File: config.mk
export PLATFORM = sky130hd
export DESIGN_NAME = inband_mgmt_frame_control
export DESIGN_NICKNAME = d
export VERILOG_FILES = /design/src/header_classifier.v /design/src/inband_mgmt_frame_control.v
export VERILOG_INCLUDE_DIRS = /design/src
export SDC_FILE = /design/constraint.sdc
export NUM_CORES = 1
export LEC_CHECK = 0
export BUFFER_PORTS_ARGS = -buffer_cell sky130_fd_sc_hd__buf_2
export CAP_MARGIN = 20
export CORE_ASPECT_RATIO = 0.6
export CORE_UTILIZATION = 51
export CTS_CLUSTER_DIAMETER = 40
export DETAILED_ROUTE_END_ITERATION = 6
export PLACE_DENSITY_LB_ADDON = 0.1
export SETUP_SLACK_MARGIN = 0.1
export SYNTH_ARGS = -nofsm -noshare
export SYNTH_HDL_FRONTEND = slang
export SYNTH_HIERARCHICAL = 1
export SYNTH_SLANG_ARGS = --single-unit
File: constraint.sdc
create_clock -name sys_clk -period 11.8 [get_ports sys_clk]
set_input_delay 2.95 -clock sys_clk [delete_from_list [all_inputs] [get_ports sys_clk]]
set_output_delay 2.95 -clock sys_clk [all_outputs]
set_load 0.005 [all_outputs]
File: src/inband_mgmt_consts.vh
/*
  Constants of the in-band management control block: register indexes,
  field positions, reset values and header check values.
  Assumes it is included by its bare name from the design files.
*/
`ifndef INBAND_MGMT_CONSTS_VH
`define INBAND_MGMT_CONSTS_VH

// register indexes; byte address is four times the index
`define CTRL_IDX     14'h0104
`define STAT_IDX     14'h0110
`define MAC_IDX      14'h0302
`define MAC_BYTES    14'h0006

// control register fields
`define ENA_BIT      31
`define DCHK_BIT     30
`define SMRST_BIT    29
`define RQ_HI        23
`define RQ_LO        22
`define PORT_HI      18
`define PORT_LO      16
`define ETYPE_HI     15
`define ETYPE_LO     0

`define RQ_RESET     2'h1
`define PORT_RESET   3'h0
`define ETYPE_RESET  16'h40FE
`define MAC_RESET    48'h0010_A1FF_0000

// status register fields
`define GOOD_BIT     31
`define RDONE_BIT    30
`define XDONE_BIT    29
`define EMAC_BIT     14
`define EFMT_BIT     13
`define ECODE_BIT    12
`define ECMD_BIT     11
`define ESIZE_BIT    10
`define POS_HI       6

// header check values
`define FORMAT_OK    16'h9800
`define CODE_READ    16'h0001
`define CODE_WRITE   16'h0002
`define MAX_LEN      16'h0140

// bus answers
`define RESP_OKAY    2'h0
`define RESP_SLVERR  2'h2

`endif

File: src/header_classifier.v
/*
  Classifies one received frame header as a management frame and
  checks it, giving a registered verdict one cycle after hdr_valid.
  Assumes header fields are stable while hdr_valid is high.
*/
`timescale 1ns/1ps
`include "inband_mgmt_consts.vh"

module header_classifier (
  input  wire        sys_clk,
  input  wire        reset,
  input  wire        mgmt_enable,
  input  wire        dest_check,
  input  wire [2:0]  port_sel,
  input  wire [15:0] mgmt_ethertype,
  input  wire [47:0] station_addr,
  input  wire        hdr_valid,
  input  wire [1:0]  hdr_port,
  input  wire [15:0] hdr_ethertype,
  input  wire [47:0] hdr_dest_addr,
  input  wire        hdr_tag_match,
  input  wire [15:0] hdr_format,
  input  wire [15:0] hdr_access_code,
  input  wire [15:0] hdr_length,
  output reg         verdict,
  output reg         tag_clear,
  output reg         dest_drop,
  output reg         err_fmt,
  output reg         err_code,
  output reg         err_size
);

  wire is_mgmt;

  // reserved port codes can never equal a 2-bit port number plus zero msb
  assign is_mgmt = mgmt_enable && ({1'b0, hdr_port} == port_sel) &&
                   (hdr_ethertype == mgmt_ethertype);

  always @(posedge sys_clk or posedge reset) begin
    if (reset) begin
      verdict   <= 1'b0;
      tag_clear <= 1'b0;
      dest_drop <= 1'b0;
      err_fmt   <= 1'b0;
      err_code  <= 1'b0;
      err_size  <= 1'b0;
    end else begin
      verdict   <= hdr_valid && is_mgmt;
      tag_clear <= hdr_tag_match;
      dest_drop <= dest_check && (hdr_dest_addr != station_addr);
      err_fmt   <= (hdr_format != `FORMAT_OK);
      err_code  <= (hdr_access_code != `CODE_READ) &&
                   (hdr_access_code != `CODE_WRITE);
      err_size  <= (hdr_length > `MAX_LEN);
    end
  end

endmodule // header_classifier

File: src/inband_mgmt_frame_control.v
/*
  Control and status of in-band management access, with an AXI4-Lite
  register slave, the access state machine and the station address.
  Assumes the frame datapath presents header fields and event pulses
  synchronous to sys_clk, and the strap pin is stable around reset.
*/
// What this block does
// - enable bit loads the inverted strap level when reset ends
// - destination check on: frames not matching station address dropped
// - writing bit 29 restarts the access state machine; reads zero
// - bits 23:22 pick the response priority queue, reset 01
// - bits 18:16 pick the management port; codes 100-111 match none
// - bits 15:0 hold management EtherType, reset 0x40FE
// - status bit 31 set on a good management packet
// - status bit 30 set once the response packet is sent
// - status bit 29 set once all commands of a packet executed
// - tag-matching packet clears status bits 30, 29 and 14..10
// - status bit 14 set on destination mismatch while checking
// - status bit 13 set when access format is not 0x9800
// - status bit 12 set when access code is not 0x0001 or 0x0002
// - status bit 11 set on an unrecognised command code
// - packets over 320 bytes set bit 10 and get no response
// - while bit 11 is set bits 6:0 give the bad command position
// - station address is six byte registers from 0x0302, msb first
`timescale 1ns/1ps
`include "inband_mgmt_consts.vh"

module inband_mgmt_frame_control (
  input  wire        sys_clk,
  input  wire        reset,
  input  wire        indicator_strap_pin,
  // AXI4-Lite slave
  input  wire [15:0] s_axi_awaddr,
  input  wire        s_axi_awvalid,
  output reg         s_axi_awready,
  input  wire [31:0] s_axi_wdata,
  input  wire [3:0]  s_axi_wstrb,
  input  wire        s_axi_wvalid,
  output reg         s_axi_wready,
  output reg  [1:0]  s_axi_bresp,
  output reg         s_axi_bvalid,
  input  wire        s_axi_bready,
  input  wire [15:0] s_axi_araddr,
  input  wire        s_axi_arvalid,
  output reg         s_axi_arready,
  output reg  [31:0] s_axi_rdata,
  output reg  [1:0]  s_axi_rresp,
  output reg         s_axi_rvalid,
  input  wire        s_axi_rready,
  // frame datapath
  input  wire        hdr_valid,
  input  wire [1:0]  hdr_port,
  input  wire [15:0] hdr_ethertype,
  input  wire [47:0] hdr_dest_addr,
  input  wire        hdr_tag_match,
  input  wire [15:0] hdr_format,
  input  wire [15:0] hdr_access_code,
  input  wire [15:0] hdr_length,
  input  wire        cmd_error_valid,
  input  wire [6:0]  cmd_error_pos,
  input  wire        exec_done,
  input  wire        resp_sent,
  output reg         mgmt_execute,
  output reg         resp_request,
  output reg         frame_discard,
  output reg         engine_restart,
  output reg         frame_mgmt_enable,
  output reg  [1:0]  resp_queue,
  output reg  [2:0]  mgmt_port_sel
);

  localparam [1:0] ST_IDLE = 2'h0;
  localparam [1:0] ST_EXEC = 2'h1;
  localparam [1:0] ST_RESP = 2'h2;

  reg [1:0]  state;
  reg [1:0]  next_state;
  reg        dest_check;
  reg [15:0] mgmt_ethertype;
  reg        strap_done;
  reg [7:0]  mac_byte [0:5];
  reg [31:0] stat;
  reg [31:0] next_stat;
  reg [6:0]  cmd_pos;
  reg        next_execute;
  reg        next_resp_req;
  reg        next_discard;

  reg        aw_held;
  reg [15:0] aw_addr;
  reg        w_held;
  reg [31:0] w_data;
  reg [3:0]  w_strb;
  reg [31:0] rd_value;
  reg        rd_hit;

  wire        verdict;
  wire        tag_clear;
  wire        dest_drop;
  wire        err_fmt;
  wire        err_code;
  wire        err_size;
  wire [47:0] station_addr;
  wire        do_write;
  wire        wr_ctrl;
  wire [13:0] wr_mac_off;
  wire        wr_mac;
  wire [13:0] rd_mac_off;

  assign station_addr = {mac_byte[0], mac_byte[1], mac_byte[2],
                         mac_byte[3], mac_byte[4], mac_byte[5]};

  header_classifier classifier (
    .sys_clk         (sys_clk),
    .reset           (reset),
    .mgmt_enable     (frame_mgmt_enable),
    .dest_check      (dest_check),
    .port_sel        (mgmt_port_sel),
    .mgmt_ethertype  (mgmt_ethertype),
    .station_addr    (station_addr),
    .hdr_valid       (hdr_valid),
    .hdr_port        (hdr_port),
    .hdr_ethertype   (hdr_ethertype),
    .hdr_dest_addr   (hdr_dest_addr),
    .hdr_tag_match   (hdr_tag_match),
    .hdr_format      (hdr_format),
    .hdr_access_code (hdr_access_code),
    .hdr_length      (hdr_length),
    .verdict         (verdict),
    .tag_clear       (tag_clear),
    .dest_drop       (dest_drop),
    .err_fmt         (err_fmt),
    .err_code        (err_code),
    .err_size        (err_size)
  );

  // write channel: address and data held separately, either order
  assign do_write   = aw_held && w_held && !s_axi_bvalid;
  assign wr_ctrl    = (aw_addr[15:2] == `CTRL_IDX);
  assign wr_mac_off = aw_addr[15:2] - `MAC_IDX;
  assign wr_mac     = (wr_mac_off < `MAC_BYTES);
  assign rd_mac_off = s_axi_araddr[15:2] - `MAC_IDX;

  always @(posedge sys_clk or posedge reset) begin
    if (reset) begin
      s_axi_awready <= 1'b1;
      s_axi_wready  <= 1'b1;
      s_axi_bvalid  <= 1'b0;
      s_axi_bresp   <= `RESP_OKAY;
      aw_held       <= 1'b0;
      aw_addr       <= 16'h0000;
      w_held        <= 1'b0;
      w_data        <= 32'h0000_0000;
      w_strb        <= 4'h0;
    end else begin
      if (s_axi_awvalid && s_axi_awready) begin
        aw_held       <= 1'b1;
        aw_addr       <= s_axi_awaddr;
        s_axi_awready <= 1'b0;
      end
      if (s_axi_wvalid && s_axi_wready) begin
        w_held       <= 1'b1;
        w_data       <= s_axi_wdata;
        w_strb       <= s_axi_wstrb;
        s_axi_wready <= 1'b0;
      end
      if (do_write) begin
        aw_held      <= 1'b0;
        w_held       <= 1'b0;
        s_axi_bvalid <= 1'b1;
        // status is read-only, so a write to it is refused like a hole
        s_axi_bresp  <= (wr_ctrl || wr_mac) ? `RESP_OKAY : `RESP_SLVERR;
      end
      if (s_axi_bvalid && s_axi_bready) begin
        s_axi_bvalid  <= 1'b0;
        s_axi_awready <= 1'b1;
        s_axi_wready  <= 1'b1;
      end
    end
  end

  // control register; the strap is caught on the first edge after reset
  always @(posedge sys_clk or posedge reset) begin
    if (reset) begin
      strap_done        <= 1'b0;
      frame_mgmt_enable <= 1'b0;
      dest_check        <= 1'b0;
      resp_queue        <= `RQ_RESET;
      mgmt_port_sel     <= `PORT_RESET;
      mgmt_ethertype    <= `ETYPE_RESET;
      engine_restart    <= 1'b0;
    end else begin
      engine_restart <= 1'b0;
      if (!strap_done) begin
        strap_done        <= 1'b1;
        frame_mgmt_enable <= ~indicator_strap_pin;
      end else if (do_write && wr_ctrl) begin
        // only defined fields are stored; reserved bits are dropped
        if (w_strb[3]) begin
          frame_mgmt_enable <= w_data[`ENA_BIT];
          dest_check        <= w_data[`DCHK_BIT];
          engine_restart    <= w_data[`SMRST_BIT];
        end
        if (w_strb[2]) begin
          resp_queue    <= w_data[`RQ_HI:`RQ_LO];
          mgmt_port_sel <= w_data[`PORT_HI:`PORT_LO];
        end
        if (w_strb[1])
          mgmt_ethertype[15:8] <= w_data[15:8];
        if (w_strb[0])
          mgmt_ethertype[7:0] <= w_data[7:0];
      end
    end
  end

  // station address bytes, index 0 is the most significant
  localparam [47:0] MAC_INIT = `MAC_RESET;
  genvar gi;
  generate
    for (gi = 0; gi < 6; gi = gi + 1) begin : g_mac
      always @(posedge sys_clk or posedge reset) begin
        if (reset)
          mac_byte[gi] <= MAC_INIT[8 * (5 - gi) +: 8];
        else if (do_write && wr_mac && w_strb[0] &&
                 (wr_mac_off[2:0] == gi))
          mac_byte[gi] <= w_data[7:0];
      end
    end
  endgenerate

  // access state machine and status flags; a set beats a clear
  always @* begin
    next_state    = state;
    next_stat     = stat;
    next_execute  = 1'b0;
    next_resp_req = 1'b0;
    next_discard  = 1'b0;
    case (state)
      ST_IDLE: begin
        if (verdict) begin
          if (tag_clear) begin
            next_stat[`RDONE_BIT] = 1'b0;
            next_stat[`XDONE_BIT] = 1'b0;
            next_stat[`EMAC_BIT:`ESIZE_BIT] = 5'h00;
          end
          if (dest_drop) begin
            next_stat[`EMAC_BIT] = 1'b1;
            next_discard = 1'b1;
          end else if (err_size) begin
            next_stat[`ESIZE_BIT] = 1'b1;
            next_discard = 1'b1;
          end else if (err_fmt || err_code) begin
            next_stat[`EFMT_BIT]  = err_fmt;
            next_stat[`ECODE_BIT] = err_code;
            next_resp_req = 1'b1;
            next_state    = ST_RESP;
          end else begin
            next_stat[`GOOD_BIT] = 1'b1;
            next_execute = 1'b1;
            next_state   = ST_EXEC;
          end
        end
      end
      ST_EXEC: begin
        if (cmd_error_valid)
          next_stat[`ECMD_BIT] = 1'b1;
        if (exec_done) begin
          next_stat[`XDONE_BIT] = 1'b1;
          next_resp_req = 1'b1;
          next_state    = ST_RESP;
        end
      end
      ST_RESP: begin
        if (resp_sent) begin
          next_stat[`RDONE_BIT] = 1'b1;
          next_state = ST_IDLE;
        end
      end
      default: next_state = ST_IDLE;
    endcase
    if (engine_restart) begin
      next_state    = ST_IDLE;
      next_execute  = 1'b0;
      next_resp_req = 1'b0;
    end
  end

  always @(posedge sys_clk or posedge reset) begin
    if (reset) begin
      state         <= ST_IDLE;
      stat          <= 32'h0000_0000;
      cmd_pos       <= 7'h00;
      mgmt_execute  <= 1'b0;
      resp_request  <= 1'b0;
      frame_discard <= 1'b0;
    end else begin
      state         <= next_state;
      stat          <= next_stat;
      mgmt_execute  <= next_execute;
      resp_request  <= next_resp_req;
      frame_discard <= next_discard;
      // first bad command of the packet is the one reported
      if (state == ST_EXEC && cmd_error_valid && !stat[`ECMD_BIT])
        cmd_pos <= cmd_error_pos;
    end
  end

  // read mux; reserved bits are zero
  always @* begin
    rd_value = 32'h0000_0000;
    rd_hit   = 1'b1;
    if (s_axi_araddr[15:2] == `CTRL_IDX) begin
      rd_value[`ENA_BIT]           = frame_mgmt_enable;
      rd_value[`DCHK_BIT]          = dest_check;
      rd_value[`RQ_HI:`RQ_LO]      = resp_queue;
      rd_value[`PORT_HI:`PORT_LO]  = mgmt_port_sel;
      rd_value[`ETYPE_HI:`ETYPE_LO] = mgmt_ethertype;
    end else if (s_axi_araddr[15:2] == `STAT_IDX) begin
      rd_value[`GOOD_BIT:`XDONE_BIT] = stat[`GOOD_BIT:`XDONE_BIT];
      rd_value[`EMAC_BIT:`ESIZE_BIT] = stat[`EMAC_BIT:`ESIZE_BIT];
      if (stat[`ECMD_BIT])
        rd_value[`POS_HI:0] = cmd_pos;
    end else if (rd_mac_off < `MAC_BYTES) begin
      rd_value[7:0] = mac_byte[rd_mac_off[2:0]];
    end else begin
      rd_hit = 1'b0;
    end
  end

  always @(posedge sys_clk or posedge reset) begin
    if (reset) begin
      s_axi_arready <= 1'b1;
      s_axi_rvalid  <= 1'b0;
      s_axi_rdata   <= 32'h0000_0000;
      s_axi_rresp   <= `RESP_OKAY;
    end else begin
      if (s_axi_arvalid && s_axi_arready) begin
        s_axi_arready <= 1'b0;
        s_axi_rvalid  <= 1'b1;
        s_axi_rdata   <= rd_value;
        s_axi_rresp   <= rd_hit ? `RESP_OKAY : `RESP_SLVERR;
      end else if (s_axi_rvalid && s_axi_rready) begin
        s_axi_rvalid  <= 1'b0;
        s_axi_arready <= 1'b1;
      end
    end
  end

endmodule // inband_mgmt_frame_control

==> metrics.txt, run 1 <==
status complete, no violations; CP max FO 24; commonest register cell after synthesis dfrtp_1; clk_lat worst skew between 0.4 and 0.5 ns; Clock Path Buffers 2; worst vdd ir 0.1084 mV; width of the die 169.3 um; CP arrival 5.43 ns; drt first pass iters 5; min Tclk post-route 5.111 ns; Final Hold Fails 0; clock buffer count from CTS 17; grt ovf 0; Gate power share 20.2%; die area 17,340 um2; Critical Path RT 12.12 ns; period utilisation layout a little over two fifths; global-route wire length before repair roughly 35 mm; Pint 1183 uW; Sw Ratio 31.89%; Fillers 1,285; Slew Viols, Final 0; DR iter-0 viols 529; post-cts resize count 0; # Post-CTS Setup Buffers 0; Slew @ Worst Pin roughly 1.1 ns; CTS tree built; Rows 36; Setup crit end kind flop; f_max between 150 and 200 MHz; switching power 553.8 uW; # nets final 1,147; warnings from Yosys 6; relative slew slack 28.31%; vias ~6.6k; Synth Cell Area 8567 um2; Max-Cap Viols 0; Cell Pwr Density between 150 and 200 nW/um2; layout cells sized above 1 45.61%; Syn-to-layout area delta 22.20%; final non-filler cell total 1,186; Initial Util approximately 53%; Netlist cell types 59; # IOs 253; H-tree levels 4; CTS Hold Bufs 0; Clk pwr share 32.0%; Die Ht slightly above 100 um; final setup fails 0; CTS Sinks 174; IO Port Bufs 230; overall power around 1700 uW; hold slack final 0.4768 ns; CP Launch Type input pin; kind of critical path in -> reg; RSZ-0062 raised after global routing false; WL final about 23 mm; Final HPWL DP approximately 17 mm; clock-pin slew on the worst setup and hold paths approximately 0.070 ns; setup TNS 0 ns; # DRC 0; Clock Skews between 0.01 and 0.015 ns; Hold Path Class reg -> reg; number of synthesized flops with an enable pin 0; average size of a mapped cell roughly 12 um2; dpl cells around 1.2k; register share of total power 47.9%; Routed WL per cell 19.10 um; vias per inst 5.596; Leak 0.005177 uW; Synth Instances 718; Synth Register Bits 174; vias in the first global route between 6k and 7k; post-route ant nets 0; core footprint 16,310 um2; antenna violations before repair 5; Synth async-reset ratio 100.0%; worst setup margin 6.689 ns; largest net degree at the start of global routing 90; clk root buf clkbuf_16; sequential-to-total area share from yosys stat 51.18%; pre-CTS WS 6.296 ns; RD Place Congestion 0.9002; overall routing resource usage 27.40%
-- synthesized netlist by cell type (11+ instances only) --
cell type	count	area, um2
inv_1	16	60.06
dfrtp_1	150	3754
xnor2_1	14	122.6
nand3_1	28	140.1
xor2_1	57	499.2
mux2_2	113	1272
buf_4	12	90.09
nand2_1	52	195.2
a21oi_1	15	75.07
nor3_1	13	65.06
dfstp_2	24	630.6
nor2_1	32	120.1
nor4_1	27	168.9
o21ai_0	24	120.1
clkbuf_1	14	52.55
mux2i_1	11	110.1
-- per-layer routing --
| metal | vias up | global-route usage (%) | part of all wire, % |
|---|---|---|---|
| met5 | - | 0 | 0.15 |
| met4 | 6 | 8.663 | 1.7 |
| met3 | 39 | 8.095 | 8.3 |
| met2 | 244 | 39.35 | 43 |
| met1 | 3320 | 39.84 | 47 |
| li1 | 3028 | - | - |
-- cells in the final DEF, fill, tap and decap left out, types with 3 or more instances in the layout --
cell type / instances
buf_2: 230
dfrtp_1: 150
mux2_2: 113
xor2_1: 57
nand2_1: 52
nor2_1: 32
nand3_1: 28
nor4_1: 27
o21ai_0: 24
dfstp_2: 24
clkbuf_16: 17
a21oi_1: 15
inv_1: 15
xnor2_1: 14
nor3_1: 13
mux2i_1: 11
conb_1: 11
mux2_4: 8
mux4_2: 8
nand4_1: 8
a221oi_1: 7
inv_6: 7
a31oi_1: 7
and2_1: 6
inv_8: 6
nor4b_1: 5
nand4_2: 5
or4_1: 4
buf_4: 4
a211oi_1: 3
and4_1: 3
and3_1: 3
nor2b_1: 3
-- final timing paths --
| kind | startpoint | end | slack (ns) | cells after the start |
|---|---|---|---|---|
| max in group asynchronous | reset | mgmt_ethertype[3] | 7.92 | 4 |
| worst max register to register | aw_addr[3] | mac_byte[4] | 8.81 | 7 |
| worst max-delay path | s_axi_araddr[15] | s_axi_rresp[1] | 6.69 | 6 |
| worst min register to register | s_axi_rdata[18] | s_axi_rdata[18] | 0.48 | 2 |
| worst min-delay path | s_axi_rdata[18] | s_axi_rdata[18] | 0.48 | 2 |
| min in group asynchronous | reset | classifier/verdict | 2.48 | 2 |
-- metrics by stage --
| step | instance area [um2] | util [%] |
|---|---|---|
| 2_1_floorplan | 8601 | - |
| 3_3_place_gp | 9861 | 60.47 |
| 3_5_place_dp | 9861 | 60.47 |
| 4_1_cts | 10440 | 64.00 |
| 5_1_grt | 10470 | 64.19 |
| 6_report | 10470 | 64.20 |
-- logic make-up after synthesis --
kind of cell,share of synthesized area (%)
AOI/OAI and AO/OA,5.141
xor gates and xnor gates,7.259
adders and majority gates,0.2921
buffers and inverters,3.169
DFF,51.18
muxes,19.64
other,0.08766
and+or+nand+nor,13.23
-- power groups by stage --
stage,combinational (uW),clock [uW],sequential [uW]
3_5_place_dp,348,0,837
5_1_grt,391,592,849
3_3_place_gp,333,0,827
4_1_cts,351,565,828
6_report,350,555,831
2_1_floorplan,245,0,795
-- flip-flops by register name, indices dropped and copies added, names as in the netlist, 4 cells and up --
name,cells
mac_byte,48
stat,8
mgmt_ethertype,16
s_axi_rdata,24
w_strb,4
aw_addr,14
cmd_pos,7
w_data,24
-- cell type report --
cell class,instances,area (um2),share of cell area [%]
clock inverters,14,136.4,1.303
multi-input cells,499,3945,37.68
well taps,228,285.3,2.725
diodes,2,5.005,0.04781
flip-flops and latches,174,4384,41.88
inverters,16,65.06,0.6215
clock buffers,18,439.2,4.195
repair buffers,235,1209,11.55
-- critical path, cell delays in order --
cell,delay [ns]
buf_2,0.10
or4_1,0.50
nor4b_1,0.45
and4_1,1.01
a211oi_1,0.10
mux2_2,0.31
(Power assumes the default switching activity.)
==> run 2: changes to the inputs <==
--- a/config.mk
+++ b/config.mk
@@ -9,7 +9,7 @@
 export BUFFER_PORTS_ARGS = -buffer_cell sky130_fd_sc_hd__buf_2
 export CAP_MARGIN = 20
 export CORE_ASPECT_RATIO = 0.6
-export CORE_UTILIZATION = 51
+export CORE_UTILIZATION = 47
 export CTS_CLUSTER_DIAMETER = 40
 export DETAILED_ROUTE_END_ITERATION = 6
 export PLACE_DENSITY_LB_ADDON = 0.1
==> constraint.sdc (replaced) <==
create_clock -name sys_clk -period 4.49 [get_ports sys_clk]
set_input_delay 1.1225 -clock sys_clk [delete_from_list [all_inputs] [get_ports sys_clk]]
set_output_delay 1.1225 -clock sys_clk [all_outputs]
set_load 0.005 [all_outputs]
==> run 2 against run 1 <==
Via count shrank 2.5%. Non-clock buffer count grew 4. Global-route usage shrank 2.5 points. Final area grew 0.94%. Critical path depth grew 1. Critical endpoint is now s_axi_rdata[18]. Sequential share of layout area shrank 0.39 points. Total power grew to 2.7 times the previous value. Cell count grew 0.76%. Sequential power grew to 2.6 times the previous value.
==> metrics.txt, run 2 (synthesized netlist as in run 1, its figures left out) <==
status complete, no violations (unchanged); WL final 22.82 mm (was 22.65 mm); width of the die 176.3 um (was 169.3 um); WHS Path Cells 2 (unchanged); CTS Sinks 174 (unchanged); Final HPWL DP 17.52 mm (was 17.09 mm); CP arrival 3.42 ns (was 5.43 ns); Cell Pwr Density 442.5 nW/um2 (was 165.9 nW/um2); relative slew slack 32.62% (was 28.31%); CTS Hold Bufs 0 (unchanged); worst r2r path cells 7 (unchanged); overall routing resource usage 24.89% (was 27.40%); IO Port Bufs 230 (unchanged); Reg2Reg Setup Slack 1.60 ns (was 8.81 ns); clock-pin slew on the worst setup and hold paths 0.06 ns (was 0.07 ns); worst hold start s_axi_rdata[18] (unchanged); f_max 326.6 MHz; Sw Ratio 28.65% (was 31.89%); largest reg by FF count mac_byte (unchanged); Gate power share 19.4% (was 20.2%); Syn-to-layout area delta 23.35% (was 22.20%); CP max FO 18 (was 24); Slew @ Worst Pin 1.008 ns (was 1.075 ns); post-cts resize count 0 (unchanged); H-tree levels 4 (unchanged); worst vdd ir 0.2940 mV (was 0.1084 mV); # nets final 1,151 (was 1,147); Hold Path End s_axi_rdata[18] (unchanged); final setup fails 0 (unchanged); dpl cells 1,162 (was 1,151); min Tclk post-route 3.062 ns; die area 18,790 um2 (was 17,340 um2); global-route wire length before repair 34.69 mm (was 35.39 mm); Fillers 1,510 (was 1,285); drt first pass iters 4 (was 5); post-route ant nets 0 (unchanged); Final Hold Fails 0 (unchanged); kind of critical path in -> reg (unchanged); Leak 0.005216 uW (was 0.005177 uW); Routed WL per cell 19.10 um (about the same); antenna violations before repair 4 (was 5); FF-to-FF End mac_byte[3] (was mac_byte[4]); Die Ht 106.6 um (was 102.4 um); Pint 3336 uW (was 1183 uW); final non-filler cell total 1,195 (was 1,186); Largest regs mac_byte (48), s_axi_rdata (24), w_data (24) (unchanged); commonest non-fill, non-tap cell in the layout buf_2 (unchanged); period utilisation layout 68.19%; critical-path cell list buf_2, or4_1, nor4b_1, and4_1, buf_4, nand3_1, nand2_1 (was buf_2, or4_1, nor4b_1, and4_1, a211oi_1, mux2_2); Setup crit end kind flop (unchanged); CTS tree built (unchanged); clk_lat worst skew 0.42 ns (was 0.43 ns); switching power 1340 uW (was 553.8 uW); layout cells sized above 1 45.42% (was 45.61%); grt ovf 0 (unchanged); r2r startpoint aw_addr[3] (unchanged); CP Launch Type input pin (unchanged); RSZ-0062 raised after global routing false (unchanged); Clock Path Buffers 2 (unchanged); Rows 37 (was 36); max reg flops 48 (unchanged); largest net degree at the start of global routing 51 (was 90); Clock Skews 0.008745 ns (was 0.01026 ns); Clk pwr share 34.0% (was 32.0%); clock buffer count from CTS 17 (unchanged); setup TNS 0 ns (unchanged); DR iter-0 viols 456 (was 529); Crit path largest cell delay 0.83 ns (was 1.01 ns); # DRC 0 (unchanged); Slew Viols, Final 0 (unchanged); clk root buf clkbuf_16 (unchanged); # Post-CTS Setup Buffers 0 (unchanged); vias per inst 5.413 (was 5.596); RD Place Congestion 0.8657 (was 0.9002); Max-Cap Viols 0 (unchanged); most frequent cells in the layout buf_2, dfrtp_1, mux2_2 (unchanged); Initial Util 48.96% (was 52.54%); vias in the first global route 6,017 (was 6,453); vias 6,468 (was 6,637); register share of total power 46.6% (was 47.9%); # IOs 253 (unchanged); core footprint 17,500 um2 (was 16,310 um2); CP max-delay cell and4_1 (unchanged); Hold Path Class reg -> reg (unchanged); Critical Path RT 4.85 ns (was 12.12 ns)
[run 2: worst max path at each step]
stage | from | end | slack, ns | depth (start not counted)
floorplan | s_axi_araddr[3] | s_axi_rresp[1] | 1.23 | 8
global placement | s_axi_araddr[15] | s_axi_rresp[1] | 1.03 | 6
detailed placement | s_axi_araddr[15] | s_axi_rresp[1] | 1.04 | 6
CTS | s_axi_araddr[15] | s_axi_rresp[1] | 1.46 | 6
global route | s_axi_araddr[15] | s_axi_rdata[18] | 1.27 | 7
finish | s_axi_araddr[15] | s_axi_rdata[18] | 1.43 | 7
[run 2: stage by stage]
| stage | hold slack (ns) | cell area, um2 | power, uW | util [%] | setup WS, ns |
|---|---|---|---|---|---|
| after floorplan | 0.4358 | 8605 | 2733 | - | 1.233 |
| after global placement | 0.4490 | 9930 | 3085 | 56.74 | 1.026 |
| after detailed placement | 0.4504 | 9930 | 3114 | 56.74 | 1.037 |
| after CTS | 0.4652 | 10570 | 4708 | 60.37 | 1.462 |
| after global routing | 0.4888 | 10570 | 4916 | 60.39 | 1.267 |
| final | 0.4606 | 10570 | 4676 | 60.39 | 1.428 |
[run 2: layout make-up]
| type | count | area (um2) | share of cell area [%] |
|---|---|---|---|
| repair buffers | 239 | 1244 | 11.77 |
| well taps | 234 | 292.8 | 2.771 |
| clock inverters | 8 | 153.9 | 1.456 |
| multi-input cells | 499 | 3945 | 37.33 |
| inverters | 16 | 63.81 | 0.6038 |
| flip-flops and latches | 174 | 4384 | 41.49 |
| clock buffers | 24 | 481.7 | 4.558 |
| diodes | 1 | 2.502 | 0.02368 |
[run 2: power by group through the flow]
| stage | clock, uW | combinational, uW | sequential, uW |
|---|---|---|---|
| floorplan | 0 | 643 | 2090 |
| global placement | 0 | 898 | 2190 |
| detailed placement | 0 | 918 | 2200 |
| CTS | 1620 | 918 | 2170 |
| global route | 1680 | 1010 | 2220 |
| finish | 1590 | 908 | 2180 |
[run 2: critical path, delay by kind of cell]
family                 cells  cell delay (ns)
and+or+nand+nor            5             1.91
buffers and inverters      2             0.39
[run 2: metal layers]
metal	track usage, %	wire length [um]	vias up
li1	-	-	3033
met1	39.76	11750	3210
met2	32.73	9117	202
met3	7.092	1780	17
met4	4.969	131	6
met5	0	44	-
==> run 3: changes to the inputs <==
==> constraint.sdc (replaced) <==
create_clock -name sys_clk -period 2.73 [get_ports sys_clk]
set_input_delay 0.6825 -clock sys_clk [delete_from_list [all_inputs] [get_ports sys_clk]]
set_output_delay 0.6825 -clock sys_clk [all_outputs]
set_load 0.005 [all_outputs]
==> run 3 against run 2 <==
Sequential share of layout area is 0.28 points lower. Count of clock-buffer cells in the layout is 3 lower. Final area is 0.69% higher. Critical endpoint is now mac_byte[1].
==> metrics.txt, run 3 (synthesized netlist as in run 1, its figures left out) <==
clock-pin slew on the worst setup and hold paths 0.07 ns (was 0.06 ns); kind of critical path reg -> reg (was in -> reg); IO Port Bufs 230 (unchanged); CP Launch Type flop (was input pin); Largest regs mac_byte (48), s_axi_rdata (24), w_data (24) (unchanged); # DRC 0 (unchanged); CP max FO 8 (was 18); largest reg by FF count mac_byte (unchanged); grt ovf 0 (unchanged); # IOs 253 (unchanged); drt first pass iters 4 (unchanged); Final HPWL DP 17.38 mm (was 17.52 mm); Setup crit start aw_addr[4] (was s_axi_araddr[15]); Reg2Reg Setup Slack 0.15 ns (was 1.60 ns); width of the die 176.3 um (unchanged); CP arrival 2.88 ns (was 3.42 ns); overall power 7482 uW (was 4676 uW); CTS tree built (unchanged); H-tree levels 4 (unchanged); Slew Viols, Final 0 (unchanged); max reg flops 48 (unchanged); Fillers 1,524 (was 1,510); Clock Path Buffers 2 (unchanged); CTS Sinks 174 (unchanged); Max-Cap Viols 0 (unchanged); worst r2r path cells 5 (was 7); Slew @ Worst Pin 0.6184 ns (was 1.008 ns); relative slew slack 58.77% (was 32.62%); vias 6,497 (was 6,468); setup TNS 0 ns (unchanged); f_max between 300 and 400 MHz; r2r startpoint aw_addr[4] (was aw_addr[3]); Pint 5197 uW (was 3336 uW); post-route ant nets 0 (unchanged); RSZ-0062 raised after global routing true (was false); min Tclk post-route ~2.6 ns; Worst Setup EP mac_byte[1] (was s_axi_rdata[18]); largest net degree at the start of global routing 106 (was 51); Clock Skews 0.01174 ns (was 0.008745 ns); core footprint 17,500 um2 (unchanged); clk_lat worst skew 0.43 ns (was 0.42 ns); DR iter-0 viols 419 (was 456); Clk pwr share 31.0% (was 34.0%); Setup crit end kind flop (unchanged); commonest non-fill, non-tap cell in the layout buf_2 (unchanged); Final Hold Fails 0 (unchanged); worst vdd ir 0.5031 mV (was 0.2940 mV); # nets final 1,165 (was 1,151); layout cells sized above 1 47.02% (was 45.42%); overall routing resource usage 25.12% (was 24.89%); CTS Hold Bufs 0 (unchanged); Cell Pwr Density 703.2 nW/um2 (was 442.5 nW/um2); WL final 22.86 mm (was 22.82 mm); Rows 37 (unchanged); status complete, no violations (unchanged); Critical Path RT 3.04 ns (was 4.85 ns); vias in the first global route 6,219 (was 6,017); Leak 0.005249 uW (was 0.005216 uW); clock buffer count from CTS 17 (unchanged); Routed WL per cell 18.90 um (was 19.10 um); global-route wire length before repair 35.03 mm (was 34.69 mm); Syn-to-layout area delta 24.20% (was 23.35%); final setup fails 0 (unchanged); register share of total power 47.7% (was 46.6%); die area 18,790 um2 (unchanged); Die Ht 106.6 um (unchanged); Sw Ratio 30.55% (was 28.65%); switching power 2286 uW (was 1340 uW); most frequent cells in the layout buf_2, dfrtp_1, mux2_2 (unchanged); vias per inst 5.369 (was 5.413); FF-to-FF End mac_byte[1] (was mac_byte[3]); Hold Path Class in -> async (was reg -> reg); clk root buf clkbuf_16 (unchanged); antenna violations before repair 4 (unchanged); Initial Util 48.96% (unchanged); RD Place Congestion 0.8402 (was 0.8657); period utilisation layout 94.50%; # Post-CTS Setup Buffers 0 (unchanged); Gate power share 21.3% (was 19.4%)
==> run 3: changes by cell type in the layout (fill, tap and decap cells not counted), moves of 4 or more <==
cell / before / now
bufinv_16: 4 / 0
clkbuf_1: 4 / 0
buf_4: 7 / 20
clkinv_2: 0 / 4
==> run 3: through the flow <==
stage	cell area (um2)	setup WS [ns]	std cells	util (%)	hold WS [ns]
3_5_place_dp	10050	0.06486	1176	57.45	0.4510
3_3_place_gp	10050	0.09627	1176	57.45	0.4486
6_report	10640	0.1501	1210	60.80	0.2181
4_1_cts	10620	0.1168	1208	60.66	0.2027
2_1_floorplan	8611	-0.07365	727	-	0.4358
5_1_grt	10640	0.01552	1209	60.79	0.2236
==> run 3: how the worst min path moves through the flow <==
stage	endpoint	startpoint	cells past startpoint	slack [ns]
finish	classifier/err_code	reset	2	0.22
global route	classifier/verdict	reset	2	0.22
CTS	classifier/err_code	reset	2	0.20
detailed placement	s_axi_rdata[17]	s_axi_rdata[17]	2	0.45
global placement	s_axi_rdata[16]	s_axi_rdata[16]	2	0.45
floorplan	stat[31]	stat[31]	1	0.44
==> run 3: area by class of cell <==
class	instances	area [um2]	area share (%)
Antenna cell	2	5.005	0.04704
Clock buffer	21	480.5	4.516
Clock inverter	11	80.08	0.7526
Inverter	16	63.81	0.5997
Multi-Input combinational cell	499	3973	37.34
Sequential cell	174	4384	41.20
Tap cell	234	292.8	2.752
Timing Repair Buffer	253	1361	12.79
==> run 3: worst max-delay path, stage by stage, from the launching register on <==
cell	delay, ns
dfrtp_1	0.45
or4b_2	0.65
nor4_1	0.22
a31o_2	0.30
and4_2	0.51
mux2_4	0.33
==> run 3: power by group through the flow <==
stage,Clock [uW],Combinational (uW),Sequential [uW]
6_report,2320,1590,3570
5_1_grt,2490,1770,3640
4_1_cts,2360,1590,3560
3_5_place_dp,0,1580,3610
3_3_place_gp,0,1560,3600
2_1_floorplan,0,1060,3440
==> run 3: timing repair <==
action | CTS | global route
resized for setup | 1 | 4
setup endpoints to repair | 8 | 50
endpoints found under the hold margin | 0 | 0
gates cloned | 0 | 0
==> run 3: per-layer routing <==
metal	global-route usage [%]	routed length, um
met2	32.96	9259
met1	38.92	11470
met3	8.688	1922
met4	5.590	191
met5	0	16
